===== src/e1ts_defines.svh =====
// Constants for the E1 time slot 16, signaling and loopback control block.
// Assumes inclusion by bare name; definitions only.
`ifndef E1TS_DEFINES_SVH
`define E1TS_DEFINES_SVH
`define E1TS_ADDR_W 8
`define E1TS_OFF_ALIGN 8'h13
`define E1TS_OFF_SIGC 8'h14
`define E1TS_OFF_CODL 8'h15
`define E1TS_RST_ALIGN 8'h0B
`define E1TS_RST_SIGC 8'h00
`define E1TS_RST_CODL 8'h00
`define E1TS_MSK_ALIGN 8'hFF
`define E1TS_MSK_SIGC 8'hF8
`define E1TS_MSK_CODL 8'hE8
`define E1TS_B_ALARM 2
`define E1TS_B_DOE 7
`define E1TS_B_SOE 6
`define E1TS_B_CCS 5
`define E1TS_B_DEB 4
`define E1TS_B_MSN 3
`define E1TS_B_RXZ 7
`define E1TS_B_MLB 6
`define E1TS_B_TXZ 5
`define E1TS_B_DLB 3
`define E1TS_CLK_KHZ 20000
`define E1TS_DEB_MS 14
`define E1TS_BUF_DEPTH 2'd2
`define E1TS_CODE_ZERO 2'd0
`define E1TS_CODE_MARK 2'd1
`define E1TS_CODE_VIOL 2'd2
`define E1TS_CODE_BAL 2'd3
`define E1TS_DEB_W 19
`define E1TS_ZRUN_MAX 3'd3
`endif


===== src/e1ts_pkg.sv =====
// Types shared by the E1 time slot 16 control block.
// Assumes the defines header is compiled alongside.
package e1ts_pkg;
  typedef struct packed {
    logic pos;
    logic neg;
  } e1ts_line_t;
  typedef struct packed {
    logic [7:0] addr;
    logic [7:0] wdata;
    logic wr;
    logic rd;
  } e1ts_bus_t;
endpackage


===== src/e1ts_ctrl.sv =====
// E1 time slot 16 byte, signaling control, line coding and loopbacks.
// Assumes a synchronous host port, one-cycle line bit ticks and frame strobes.
//
// Contract
// - Frame-zero TS16 bits 1-4 carry alignment register bits 7-4.
// - Bit 5 of frame-zero TS16 carries register bit 3.
// - Bit 6 of frame-zero TS16 carries the remote multiframe alarm.
// - Programmed alarm bit ignored while automatic alarm control is zero.
// - Bits 7 and 8 of frame-zero TS16 carry register bits 1 and 0.
// - Received TS16 loops out only in common channel mode.
// - Backplane data output driven only while its enable bit is set.
// - Backplane signaling output driven only while its enable bit is set.
// - Control bit 5 selects common channel or channel associated signaling.
// - Control bit 4 debounces received signaling for 14 ms.
// - Control bit 3 places signaling nibbles in the upper half.
// - Coding bit 7 enables zero-substitution decoding on receive.
// - Coding bit 5 enables zero-substitution encoding on transmit.
// - Metallic loop feeds transmit line into receiver instead of line inputs.
// - Digital loop feeds transmit stream into receive path.
// - Second link controller connects to TS16 only in common channel mode.
//
// Added by the designer: the plain strobed port.
`timescale 1ns/1ps
`include "e1ts_defines.svh"
module e1ts_ctrl
  import e1ts_pkg::*;
#(
  parameter int DEB_CYC = `E1TS_DEB_MS * `E1TS_CLK_KHZ
) (
  input wire logic clk,
  input wire logic rst,
  input wire e1ts_bus_t bus,
  output logic [7:0] rd_data,
  input wire logic auto_mf_alarm_ctrl,
  input wire logic rx_mf_loss,
  input wire logic second_link_ctrl,
  input wire logic tx_mf_start,
  input wire logic tx_ts16_strobe,
  input wire logic tx_frame_zero,
  input wire logic [7:0] tx_sig_byte,
  input wire logic [7:0] hdlc_ts16_byte,
  input wire logic [7:0] rx_ts16_byte,
  output logic [7:0] tx_ts16_byte,
  output logic hdlc_ts16_connect,
  output logic tx_ccs_mode,
  input wire logic bp_data_in,
  input wire logic bp_data_in_valid,
  output logic bp_data_in_ready,
  input wire logic tx_tick,
  output e1ts_line_t tx_line,
  input wire e1ts_line_t rx_line,
  input wire logic rx_tick,
  output logic bp_data_out,
  output logic bp_data_out_valid,
  output logic bp_data_out_oe,
  input wire logic [3:0] sig_nibble_tx,
  output logic [7:0] bp_sig_out,
  output logic bp_sig_out_oe,
  input wire logic [7:0] bp_sig_in,
  output logic [3:0] sig_nibble_rx,
  input wire logic [3:0] rx_sig_raw,
  output logic [3:0] rx_sig_state
);
  logic [7:0] align_r;
  logic [7:0] sigc_r;
  logic [7:0] codl_r;
  logic [7:0] rd_data_r;
  logic [7:0] snap_r;
  logic [7:0] ts16_r;
  logic hdlc_conn_r;
  logic ccs_r;
  logic buf_r [2];
  logic [1:0] cnt_r;
  logic [1:0] cnt_nxt;
  logic rdp_r;
  logic wrp_r;
  logic ready_r;
  logic [1:0] pipe_r [4];
  logic par_r;
  logic tpol_r;
  e1ts_line_t txl_r;
  logic [2:0] rxd_r;
  logic rpol_r;
  logic rbit_r;
  logic rvalid_r;
  logic doe_r;
  logic soe_r;
  logic [7:0] sig_out_r;
  logic [3:0] sig_in_r;
  logic [3:0] deb_state_r;
  logic [3:0] deb_cand_r;
  logic [`E1TS_DEB_W-1:0] deb_cnt_r;
  logic push;
  logic pop;
  logic enc_bit;
  logic loop_sel;
  e1ts_line_t rsrc;
  logic rtick;
  logic rpulse;
  logic rpol;
  logic rviol;

  function automatic logic hit(input logic [7:0] a, input logic [7:0] off);
    hit = (a == off);
  endfunction

  function automatic logic pulse_of(input e1ts_line_t l);
    pulse_of = l.pos ^ l.neg;
  endfunction

  // Host writes; reserved bits are masked so they never steer logic
  always_ff @(posedge clk or posedge rst) begin
    if (rst) begin
      align_r <= `E1TS_RST_ALIGN;
      sigc_r <= `E1TS_RST_SIGC;
      codl_r <= `E1TS_RST_CODL;
    end else if (bus.wr) begin
      if (hit(bus.addr, `E1TS_OFF_ALIGN)) begin
        align_r <= bus.wdata & `E1TS_MSK_ALIGN;
      end
      if (hit(bus.addr, `E1TS_OFF_SIGC)) begin
        sigc_r <= bus.wdata & `E1TS_MSK_SIGC;
      end
      if (hit(bus.addr, `E1TS_OFF_CODL)) begin
        codl_r <= bus.wdata & `E1TS_MSK_CODL;
      end
    end
  end

  // Read data stands only in the cycle after the strobe; unmapped reads zero
  always_ff @(posedge clk or posedge rst) begin
    if (rst) begin
      rd_data_r <= 8'h00;
    end else if (bus.rd) begin
      if (hit(bus.addr, `E1TS_OFF_ALIGN)) begin
        rd_data_r <= align_r;
      end else if (hit(bus.addr, `E1TS_OFF_SIGC)) begin
        rd_data_r <= sigc_r;
      end else if (hit(bus.addr, `E1TS_OFF_CODL)) begin
        rd_data_r <= codl_r;
      end else begin
        rd_data_r <= 8'h00;
      end
    end else begin
      rd_data_r <= 8'h00;
    end
  end
  assign rd_data = rd_data_r;

  // One snapshot per multiframe keeps the sent byte coherent with host writes
  always_ff @(posedge clk or posedge rst) begin
    if (rst) begin
      snap_r <= `E1TS_RST_ALIGN;
    end else if (tx_mf_start) begin
      snap_r <= align_r;
      if (!auto_mf_alarm_ctrl) begin
        snap_r[`E1TS_B_ALARM] <= rx_mf_loss;
      end
    end
  end

  // TS16 source: alignment byte, CAS signaling, link controller or looped data
  always_ff @(posedge clk or posedge rst) begin
    if (rst) begin
      ts16_r <= 8'h00;
      hdlc_conn_r <= 1'b0;
      ccs_r <= 1'b0;
    end else begin
      ccs_r <= sigc_r[`E1TS_B_CCS];
      hdlc_conn_r <= second_link_ctrl & sigc_r[`E1TS_B_CCS];
      if (tx_ts16_strobe) begin
        if (!sigc_r[`E1TS_B_CCS]) begin
          ts16_r <= tx_frame_zero ? snap_r : tx_sig_byte;
        end else if (second_link_ctrl) begin
          ts16_r <= hdlc_ts16_byte;
        end else begin
          ts16_r <= rx_ts16_byte;
        end
      end
    end
  end
  assign tx_ts16_byte = ts16_r;
  assign hdlc_ts16_connect = hdlc_conn_r;
  assign tx_ccs_mode = ccs_r;

  // Two-entry buffer between backplane input and the line encoder
  assign push = bp_data_in_valid & ready_r;
  assign pop = tx_tick & (cnt_r != 2'd0);
  always_comb begin
    cnt_nxt = cnt_r;
    if (push && !pop) begin
      cnt_nxt = cnt_r + 2'd1;
    end else if (pop && !push) begin
      cnt_nxt = cnt_r - 2'd1;
    end
  end
  always_ff @(posedge clk or posedge rst) begin
    if (rst) begin
      cnt_r <= 2'd0;
      rdp_r <= 1'b0;
      wrp_r <= 1'b0;
      ready_r <= 1'b0;
      buf_r[0] <= 1'b0;
      buf_r[1] <= 1'b0;
    end else begin
      cnt_r <= cnt_nxt;
      ready_r <= (cnt_nxt != `E1TS_BUF_DEPTH);
      if (push) begin
        buf_r[wrp_r] <= bp_data_in;
        wrp_r <= ~wrp_r;
      end
      if (pop) begin
        rdp_r <= ~rdp_r;
      end
    end
  end
  assign bp_data_in_ready = ready_r;
  // Underrun sends a space rather than stalling the line clock
  assign enc_bit = pop ? buf_r[rdp_r] : 1'b0;

  // Encoder: four-stage pipe lets a run of four zeros be replaced in place
  always_ff @(posedge clk or posedge rst) begin
    if (rst) begin
      for (int i = 0; i < 4; i++) begin
        pipe_r[i] <= `E1TS_CODE_ZERO;
      end
      par_r <= 1'b0;
    end else if (tx_tick) begin
      pipe_r[1] <= pipe_r[0];
      pipe_r[2] <= pipe_r[1];
      pipe_r[3] <= pipe_r[2];
      pipe_r[0] <= enc_bit ? `E1TS_CODE_MARK : `E1TS_CODE_ZERO;
      if (enc_bit) begin
        par_r <= ~par_r;
      end
      if (codl_r[`E1TS_B_TXZ] && !enc_bit && pipe_r[0] == `E1TS_CODE_ZERO &&
          pipe_r[1] == `E1TS_CODE_ZERO && pipe_r[2] == `E1TS_CODE_ZERO) begin
        pipe_r[0] <= `E1TS_CODE_VIOL;
        pipe_r[3] <= par_r ? `E1TS_CODE_ZERO : `E1TS_CODE_BAL;
        par_r <= 1'b0;
      end
    end
  end

  // Marks alternate; a violation repeats the previous polarity
  always_ff @(posedge clk or posedge rst) begin
    if (rst) begin
      tpol_r <= 1'b0;
      txl_r <= '0;
    end else if (tx_tick) begin
      case (pipe_r[3])
        `E1TS_CODE_MARK, `E1TS_CODE_BAL: begin
          tpol_r <= ~tpol_r;
          txl_r.pos <= ~tpol_r;
          txl_r.neg <= tpol_r;
        end
        `E1TS_CODE_VIOL: begin
          txl_r.pos <= tpol_r;
          txl_r.neg <= ~tpol_r;
        end
        default: begin
          txl_r <= '0;
        end
      endcase
    end
  end
  assign tx_line = txl_r;

  // Both loops take the receiver from the transmit line output
  assign loop_sel = codl_r[`E1TS_B_MLB] | codl_r[`E1TS_B_DLB];
  assign rsrc = loop_sel ? txl_r : rx_line;
  assign rtick = loop_sel ? tx_tick : rx_tick;
  assign rpulse = pulse_of(rsrc);
  assign rpol = rsrc.pos;
  assign rviol = codl_r[`E1TS_B_RXZ] & rpulse & (rpol == rpol_r);

  // Decoder: a violation clears the three held bits, which hid the run
  always_ff @(posedge clk or posedge rst) begin
    if (rst) begin
      rxd_r <= 3'b000;
      rpol_r <= 1'b1;
      rbit_r <= 1'b0;
      rvalid_r <= 1'b0;
    end else begin
      rvalid_r <= rtick;
      if (rtick) begin
        if (rpulse) begin
          rpol_r <= rpol;
        end
        if (rviol) begin
          rxd_r <= 3'b000;
          rbit_r <= 1'b0;
        end else begin
          rxd_r <= {rxd_r[1:0], rpulse};
          rbit_r <= rxd_r[2];
        end
      end
    end
  end
  assign bp_data_out = rbit_r;
  assign bp_data_out_valid = rvalid_r;

  // Output enables and signaling nibble placement
  always_ff @(posedge clk or posedge rst) begin
    if (rst) begin
      doe_r <= 1'b0;
      soe_r <= 1'b0;
      sig_out_r <= 8'h00;
      sig_in_r <= 4'h0;
    end else begin
      doe_r <= sigc_r[`E1TS_B_DOE];
      soe_r <= sigc_r[`E1TS_B_SOE];
      if (sigc_r[`E1TS_B_MSN]) begin
        sig_out_r <= {sig_nibble_tx, 4'h0};
        sig_in_r <= bp_sig_in[7:4];
      end else begin
        sig_out_r <= {4'h0, sig_nibble_tx};
        sig_in_r <= bp_sig_in[3:0];
      end
    end
  end
  assign bp_data_out_oe = doe_r;
  assign bp_sig_out_oe = soe_r;
  assign bp_sig_out = sig_out_r;
  assign sig_nibble_rx = sig_in_r;

  // Debounce accepts a change only after it holds for the full period
  always_ff @(posedge clk or posedge rst) begin
    if (rst) begin
      deb_state_r <= 4'h0;
      deb_cand_r <= 4'h0;
      deb_cnt_r <= '0;
    end else if (!sigc_r[`E1TS_B_DEB]) begin
      deb_state_r <= rx_sig_raw;
      deb_cand_r <= rx_sig_raw;
      deb_cnt_r <= '0;
    end else if (rx_sig_raw != deb_cand_r) begin
      deb_cand_r <= rx_sig_raw;
      deb_cnt_r <= '0;
    end else if (deb_cnt_r >= `E1TS_DEB_W'(DEB_CYC - 1)) begin
      deb_state_r <= deb_cand_r;
    end else begin
      deb_cnt_r <= deb_cnt_r + `E1TS_DEB_W'(1);
    end
  end
  assign rx_sig_state = deb_state_r;

  // Helper: run of zero line symbols seen on transmit; counting starts only after
  // a nonzero symbol with substitution on, since zeros queued earlier are exempt
  logic [2:0] zrun_r;
  logic zarm_r;
  always_ff @(posedge clk or posedge rst) begin
    if (rst) begin
      zarm_r <= 1'b0;
    end else if (!codl_r[`E1TS_B_TXZ]) begin
      zarm_r <= 1'b0;
    end else if (tx_tick && pipe_r[3] != `E1TS_CODE_ZERO) begin
      zarm_r <= 1'b1;
    end
  end
  always_ff @(posedge clk or posedge rst) begin
    if (rst) begin
      zrun_r <= 3'd0;
    end else if (!zarm_r) begin
      zrun_r <= 3'd0;
    end else if (tx_tick) begin
      if (pipe_r[3] == `E1TS_CODE_ZERO && zrun_r != 3'd7) begin
        zrun_r <= zrun_r + 3'd1;
      end else if (pipe_r[3] != `E1TS_CODE_ZERO) begin
        zrun_r <= 3'd0;
      end
    end
  end

  a_mfa_bits: assert property (@(posedge clk) disable iff (rst)
    tx_ts16_strobe && tx_frame_zero && !sigc_r[`E1TS_B_CCS] |=>
      tx_ts16_byte[7:4] == $past(snap_r[7:4]))
    else $error("alignment bits not sent");
  a_spare_one: assert property (@(posedge clk) disable iff (rst)
    tx_mf_start ##1 (tx_ts16_strobe && tx_frame_zero && !sigc_r[`E1TS_B_CCS] && !tx_mf_start
      && !bus.wr) |=> tx_ts16_byte[3] == $past(align_r[3], 2))
    else $error("spare bit one wrong");
  a_alarm_bit: assert property (@(posedge clk) disable iff (rst)
    tx_mf_start && !auto_mf_alarm_ctrl |=> snap_r[`E1TS_B_ALARM] == $past(rx_mf_loss))
    else $error("alarm bit source wrong");
  a_spare_pair: assert property (@(posedge clk) disable iff (rst)
    tx_mf_start |=> snap_r[1:0] == $past(align_r[1:0]))
    else $error("spare bits two three wrong");
  a_snap_hold: assert property (@(posedge clk) disable iff (rst)
    !tx_mf_start |=> $stable(snap_r))
    else $error("snapshot changed mid multiframe");
  a_data_oe: assert property (@(posedge clk) disable iff (rst)
    bus.wr && hit(bus.addr, `E1TS_OFF_SIGC) |=> ##1 bp_data_out_oe == $past(bus.wdata[7], 2))
    else $error("data output enable wrong");
  a_sig_oe: assert property (@(posedge clk) disable iff (rst)
    bus.wr && hit(bus.addr, `E1TS_OFF_SIGC) |=> ##1 bp_sig_out_oe == $past(bus.wdata[6], 2))
    else $error("signaling output enable wrong");
  a_ccs_loop: assert property (@(posedge clk) disable iff (rst)
    tx_ts16_strobe && sigc_r[`E1TS_B_CCS] && !second_link_ctrl |=>
      tx_ts16_byte == $past(rx_ts16_byte))
    else $error("received TS16 not looped");
  a_link_conn: assert property (@(posedge clk) disable iff (rst)
    hdlc_ts16_connect |-> $past(sigc_r[`E1TS_B_CCS]))
    else $error("link controller on TS16 outside CCS");
  a_nibble_pos: assert property (@(posedge clk) disable iff (rst)
    sigc_r[`E1TS_B_MSN] |=> bp_sig_out[3:0] == 4'h0 && bp_sig_out[7:4] == $past(sig_nibble_tx))
    else $error("nibble placement wrong");
  a_deb_bypass: assert property (@(posedge clk) disable iff (rst)
    !sigc_r[`E1TS_B_DEB] |=> rx_sig_state == $past(rx_sig_raw))
    else $error("signaling not passed without debounce");
  a_deb_hold: assert property (@(posedge clk) disable iff (rst)
    sigc_r[`E1TS_B_DEB] && $changed(rx_sig_raw) |=> ##1 $stable(rx_sig_state))
    else $error("debounced state changed early");
  a_zero_run: assert property (@(posedge clk) disable iff (rst)
    codl_r[`E1TS_B_TXZ] && zarm_r |-> zrun_r <= `E1TS_ZRUN_MAX)
    else $error("four zeros sent with substitution on");
  a_loop_src: assert property (@(posedge clk) disable iff (rst)
    loop_sel |-> rsrc == tx_line && rtick == tx_tick)
    else $error("loop source not transmit line");
  a_rsvd_read: assert property (@(posedge clk) disable iff (rst)
    bus.rd && hit(bus.addr, `E1TS_OFF_SIGC) |=> rd_data[2:0] == 3'b000)
    else $error("reserved bits read nonzero");
endmodule // e1ts_ctrl


===== config.mk =====
export PLATFORM = sky130hd
export DESIGN_NAME = e1ts_ctrl
export DESIGN_NICKNAME = d
export VERILOG_FILES = /design/src/e1ts_pkg.sv /design/src/e1ts_ctrl.sv
export VERILOG_INCLUDE_DIRS = /design/src
export SDC_FILE = /design/constraint.sdc
export NUM_CORES = 1
export LEC_CHECK = 0
export ABC_CLOCK_PERIOD_IN_PS = 5100
export BUFFER_PORTS_ARGS = -buffer_cell sky130_fd_sc_hd__buf_2
export CAP_MARGIN = 30
export CORE_MARGIN = 1.5
export CORE_UTILIZATION = 45
export DETAILED_ROUTE_END_ITERATION = 12
export GPL_TIMING_DRIVEN = 1
export PLACE_DENSITY = 0.76
export REMOVE_ABC_BUFFERS = 1
export SLEW_MARGIN = 20
export SYNTH_ARGS = -nofsm -noshare
export SYNTH_HDL_FRONTEND = slang
export SYNTH_SLANG_ARGS = --single-unit

===== constraint.sdc =====
create_clock -name clk -period 5.1 [get_ports clk]
set_input_delay 0.51 -clock clk [delete_from_list [all_inputs] [get_ports clk]]
set_output_delay 0.51 -clock clk [all_outputs]
set_load 0.05 [all_outputs]

======== Word level (Yosys, flattened, before mapping) ========
Cells that the tools add are included.
cells by class
  eq/ne operators ......................... 13
  $add $sub $neg .......................... 3
  order comparisons ....................... 4
  muxes and demuxes ....................... 38
  reduce and logical (&&, ||, !) cells .... 23
  bitwise operators ....................... 13
operator list
  kind                   number
  $mux 8                 8
  $mux 19                3
  $eq 8x5->1 const B     3
  $mux 4                 6
  $add 19x1->19 const B  1
  $ge 19x19->1 const B   1
  $reduce_and 2->1       7
  $mux 2                 6
  $mux 1                 11
  $logic_and 1x1->1      7
  $logic_not 2->1        3
  $and 1x1->1            5
  $eq 2x2->1 const B     2
  $ge 2x2->1 const B     2
  $ne 2x1->1 const B     2
  $ne 2x2->1 const B     2
  $ne 4x4->1             1
  $not 1->1              4
  $not 1->2              2
  $pmux 2 s2             1
  $reduce_bool 2->1      2
  $logic_not 1->1        3
  $mux 3                 1
  $ne 3x3->1 const B     1
  other kinds (10)       10
word-level totals
  output and inout port bits .............. 41
  register bits after elaboration ......... 109
  input port bits ......................... 72

======== Depth between registers and ports, before layout ========
  depth in word-level cells ............... 12
  gate-level depth with buffers ........... 8
  mapped depth without buffers ............ 7

======== Worst setup path before layout ========
Ideal clock, no wire load.
  kind .................................... in2reg
  start point ............................. input rx_sig_raw[0]
  end point ............................... register deb_cnt_r[9]
  path buffers ............................ 1
  arrival time ............................ 1.738 ns
  library setup time ...................... 0.083 ns
  slack ................................... 3.280 ns
  cell stages on the path ................. 6
  cell sequence ........................... xor2_1 -> nor4_1 -> nand2_1 -> clkbuf_1 -> a2111o_1 -> o21ai_0
on the way
  word-level cells in the longest chain between the ends .. 3
ends and longest elaborated chain
  element               RTL line          text
  from (decl)           e1ts_ctrl.sv:61   input wire logic [3:0] rx_sig_raw,
  $ne 4x4->1 (*)        e1ts_ctrl.sv:337  end else if (rx_sig_raw != deb_cand_r) begin
  $mux 19               e1ts_ctrl.sv:337
  $mux 19               e1ts_ctrl.sv:333  end else if (!sigc_r[`E1TS_B_DEB]) begin
  to (signal assigned)  e1ts_ctrl.sv:343  deb_cnt_r <= deb_cnt_r + `E1TS_DEB_W'(1);
  to (decl)             e1ts_ctrl.sv:92   logic [`E1TS_DEB_W-1:0] deb_cnt_r;
Mark *: on every way between the ends. The rest lies on a longest branch, timed or not.
A chain may end at the register's enable or synchronous reset.

======== Worst setup path in the final report ========
  start point ............................. register deb_cnt_r[2]
  end point ............................... register deb_state_r[3], in the netlist rx_sig_state[3]
on the way
  word-level cells in the longest chain between the ends .. 3
ends and longest elaborated chain
  element                            RTL line          text
  $ge 19x19->1                       e1ts_ctrl.sv:340  end else if (deb_cnt_r >= `E1TS_DEB_W'(DEB_CYC - 1)) begin
  $ne 2x1->1 (no source line)        -
  $reduce_and 2->1 (no source line)  -
  to (signal assigned)               e1ts_ctrl.sv:334  deb_state_r <= rx_sig_raw;
  to (signal assigned)               e1ts_ctrl.sv:341  deb_state_r <= deb_cand_r;
  to (decl)                          e1ts_ctrl.sv:90   logic [3:0] deb_state_r;
Every way passes these cells.

==> impl_metrics.json <==
{
  "p_seq_share_pct": 48.3,
  "worstPathCellList": "and4_1, a311oi_2, o211ai_2, buf_4, and2_1, o221ai_1",
  "cpPeakStageDelay_ps": 570,
  "drtIter0Drc": 154,
  "grt_max_degree": 59,
  "avgViaCountPerCell": 5.51,
  "dieHeight_um": 109,
  "use_met3_pct": 3.26,
  "use_met2_pct": 29.7,
  "cts_hold_buf": 0,
  "path_clk_slew_ps": 70,
  "synth_seq_cells": 109,
  "gp_congestion": 0.766,
  "wl_um": 10700,
  "antenna_left": 0,
  "reg2reg_to": "rx_sig_state[3]$_DFFE_PP0P_",
  "synth_cell_type_count": 50,
  "cts_tree": "built",
  "fmax_mhz": 434,
  "finalPower_mw": 2.15,
  "vdd_ir_drop_max_uv": 202,
  "combPwrFrac_pct": 18.3,
  "required_ps": 5310,
  "die_area_sq_um": 11900,
  "pre_cts_ws_ps": 2800,
  "criticalPathCategory": "reg2reg",
  "wl_per_cell_um": 15.4,
  "worst_slew_pin_slew_ps": 752,
  "worstHoldPathType": "in2async",
  "start_util_pct": 46.5,
  "cts_made_buffers": 9,
  "setup_viol": 0,
  "vias": 3819,
  "cts_buffer_depth": 2,
  "cp_slowest_cell": "o211ai_2",
  "ys_top_cells_by_area": "dfrtp_1 (50%), mux2_2 (9.5%), dfstp_2 (3.6%)",
  "ys_seq_area_share_pct": 53.8,
  "avgSynthCellArea_sq_um": 11.3,
  "synth_ff_type": "dfrtp_1",
  "worstSkewPairLatency_ps": 350,
  "fin_tns_setup_ps": 0,
  "syn_inst": 449,
  "route.detailed.drc": 0,
  "grtUsageMet1_pct": 24.7,
  "sw_frac_of_total_pct": 28.8,
  "area_growth_pct": 18.7,
  "nets": 622,
  "synth-edff-count": 0,
  "slew_viol_final": 0,
  "rsz0062_at_grt": "no",
  "place_area_sq_um": 5730,
  "finalCritPeriodShare_pct": 45.2,
  "n_antenna_cell": 0,
  "numClockSinks": 109,
  "grt.overflow.total": 0,
  "yosys.area.top_type": "dfrtp_1",
  "status": "finished clean",
  "h-tree-depth": 3,
  "relSlewSlack_pct": 49.9,
  "die_width_um": 109,
  "period_needed_ps": 2300,
  "reg2reg_depth": 6,
  "grt-busiest-layer": "met2",
  "clockPowerShare_pct": 33.4,
  "synth_top_area_share_pct": 50.2,
  "hold-worst-slack_ps": 280,
  "gr-usage-all-layers_pct": 18.5,
  "ff2ff_setup_slack_ps": 2800,
  "arrival_ps": 2510,
  "fill_cells": 936,
  "post_cts.repair.setup_buffers": 0,
  "numPortBuffers": 112,
  "r2r_start": "deb_cnt_r[2]$_DFFE_PP0P_",
  "grt_pass1_vias": 3652,
  "cp-start-kind": "flop",
  "powerDensity_nw_per_um2": 356,
  "worstPathMaxFanout": 16,
  "core-area_sq_um": 10900,
  "hpwl_um": 7710,
  "rows": 38,
  "final.setup.worst_slack_ps": 2800,
  "ys_warn_count": 0,
  "drive_above_1_share_pct": 34.4,
  "drv_cap": 0,
  "ioPinCount": 113,
  "static-leakage-power_nw": 2.86,
  "p_sw_uw": 619,
  "cp-end-kind": "flop",
  "fin_area_sq_um": 6040,
  "async_flop_share_pct": 100,
  "ctsRootBufferMaster": "clkbuf_16",
  "drt_pre_antenna_iters": 4,
  "cts-resized-gates": 0,
  "internal_power_mw": 1.53,
  "synth_area_sq_um": 5090,
  "antenna_found_initial": 1,
  "grt_pass1_wl_um": 17300,
  "hold_viol": 0,
  "worst_clock_skew_ps": 10.4
}
-- cell families (layout without fill, tap and decap cells) --
logic type	Yosys count	in the layout	share of synthesized area, %
AND/OR/NAND/NOR	133	133	14.3
flip-flops	109	109	53.8
AO/OA/AOI/OAI	97	97	13.6
multiplexers	61	61	13.1
buffers and inverters	37	141	3.05
XOR/XNOR	10	10	1.72
adder cells (fa/ha/maj)	2	2	0.492
-- critical path, delay by kind of cell, from the launching register on --
family | cells | cell delay (ps)
DFF | 1 | 430
buffers and inverters | 1 | 330
and+or+nand+nor | 2 | 540
AOI/OAI and AO/OA | 3 | 850
-- per-stage QoR --
step                cells  util (%)
floorplan             423         -
global placement      677      52.4
detailed placement    677      52.4
CTS                   693      55.2
global route          693      55.2
finish                693      55.2
-- power groups by stage --
stage          Clock, mW  Combinational, mW  Sequential (mW)
2_1_floorplan          0              0.196             1.13
3_3_place_gp           0              0.381             1.05
3_5_place_dp           0              0.398             1.05
4_1_cts            0.733              0.400             1.04
5_1_grt            0.770              0.432             1.05
6_report           0.719              0.395             1.04
-- how the worst max path moves through the flow --
stage	startpoint	to	depth (start not counted)
finish	deb_cnt_r[2]$_DFFE_PP0P_	rx_sig_state[3]$_DFFE_PP0P_	6
detailed placement	deb_cnt_r[2]$_DFFE_PP0P_	rx_sig_state[3]$_DFFE_PP0P_	6
global placement	deb_cnt_r[2]$_DFFE_PP0P_	rx_sig_state[0]$_DFFE_PP0P_	6
CTS	deb_cnt_r[15]$_DFFE_PP0P_	deb_cnt_r[15]$_DFFE_PP0P_	6
floorplan	rst	align_r[2]$_DFFE_PP0P_	1
global route	deb_cnt_r[2]$_DFFE_PP0P_	rx_sig_state[3]$_DFFE_PP0P_	6
-- registers in the layout, summed over array words and instances (netlist names), 3 cells and up --
| signal | cells |
|---|---|
| sigc_r | 5 |
| sig_nibble_rx | 4 |
| rx_sig_state | 4 |
| pipe_r | 8 |
| tx_ts16_byte | 8 |
| bp_sig_out | 8 |
| codl_r | 4 |
| deb_cand_r | 4 |
| rxd_r | 3 |
| rd_data | 8 |
| deb_cnt_r | 19 |
| align_r | 8 |
| snap_r | 8 |
-- cell usage in the layout, fill, tap and decap left out, types with 2 or more instances in the layout --
cell type	n
o221ai_1	2
o211ai_1	2
a21o_1	5
o21ai_0	15
a31oi_1	4
a22oi_1	4
or2_2	2
nor3_1	7
clkbuf_8	2
a21oi_1	27
mux2i_1	18
a22o_1	3
a211oi_2	3
dfstp_2	7
dfrtp_1	102
buf_2	112
and4_1	3
a211oi_1	12
xnor2_1	5
and2_1	10
and3_1	6
buf_4	2
nand3_1	10
nand2_1	32
o21ai_1	2
nor4_1	2
a2111o_1	9
mux2_2	43
nand4_1	9
clkbuf_16	9
nor2b_1	16
nor2_1	18
inv_1	10
xor2_1	5
nor4b_1	2
ha_1	2
nand2b_1	11
a311oi_1	2
-- cell type report --
class,instances,area (sq um),area share [%]
clock buffer,12,256,4.25
multi-input combinational,303,2190,36.4
tap,140,175,2.90
inverter,11,43.8,0.725
clock inverter,4,55.1,0.912
timing repair buffer,114,576,9.53
sequential,109,2740,45.3
-- synth_stat cells (2+ instances only) --
cell and n:
a2111o_1 9, a211oi_1 12, a211oi_2 3, a21o_1 5, a21oi_1 27, a22o_1 3
a22oi_1 4, a311oi_1 2, a31oi_1 4, and2_1 10, and3_1 6, and4_1 3
buf_1 3, buf_6 2, clkbuf_1 20, dfrtp_1 102, dfstp_2 7, ha_1 2
inv_1 11, mux2_2 43, mux2i_1 18, nand2_1 32, nand2b_1 11, nand3_1 10
nand4_1 9, nor2_1 18, nor2b_1 16, nor3_1 7, nor4_1 2, nor4b_1 2
o211ai_1 2, o21ai_0 15, o21ai_1 2, o221ai_1 2, or2_2 2, xnor2_1 5
xor2_1 5
-- routing by layer --
metal	up-vias	wire length (um)	share of wire [%]
li1	1823	-	-
met1	1867	4660	44
met2	119	5170	48
met3	10	687	6.4
met4	0	159	1.5
met5	-	0	0
(Power assumes the default switching activity.)
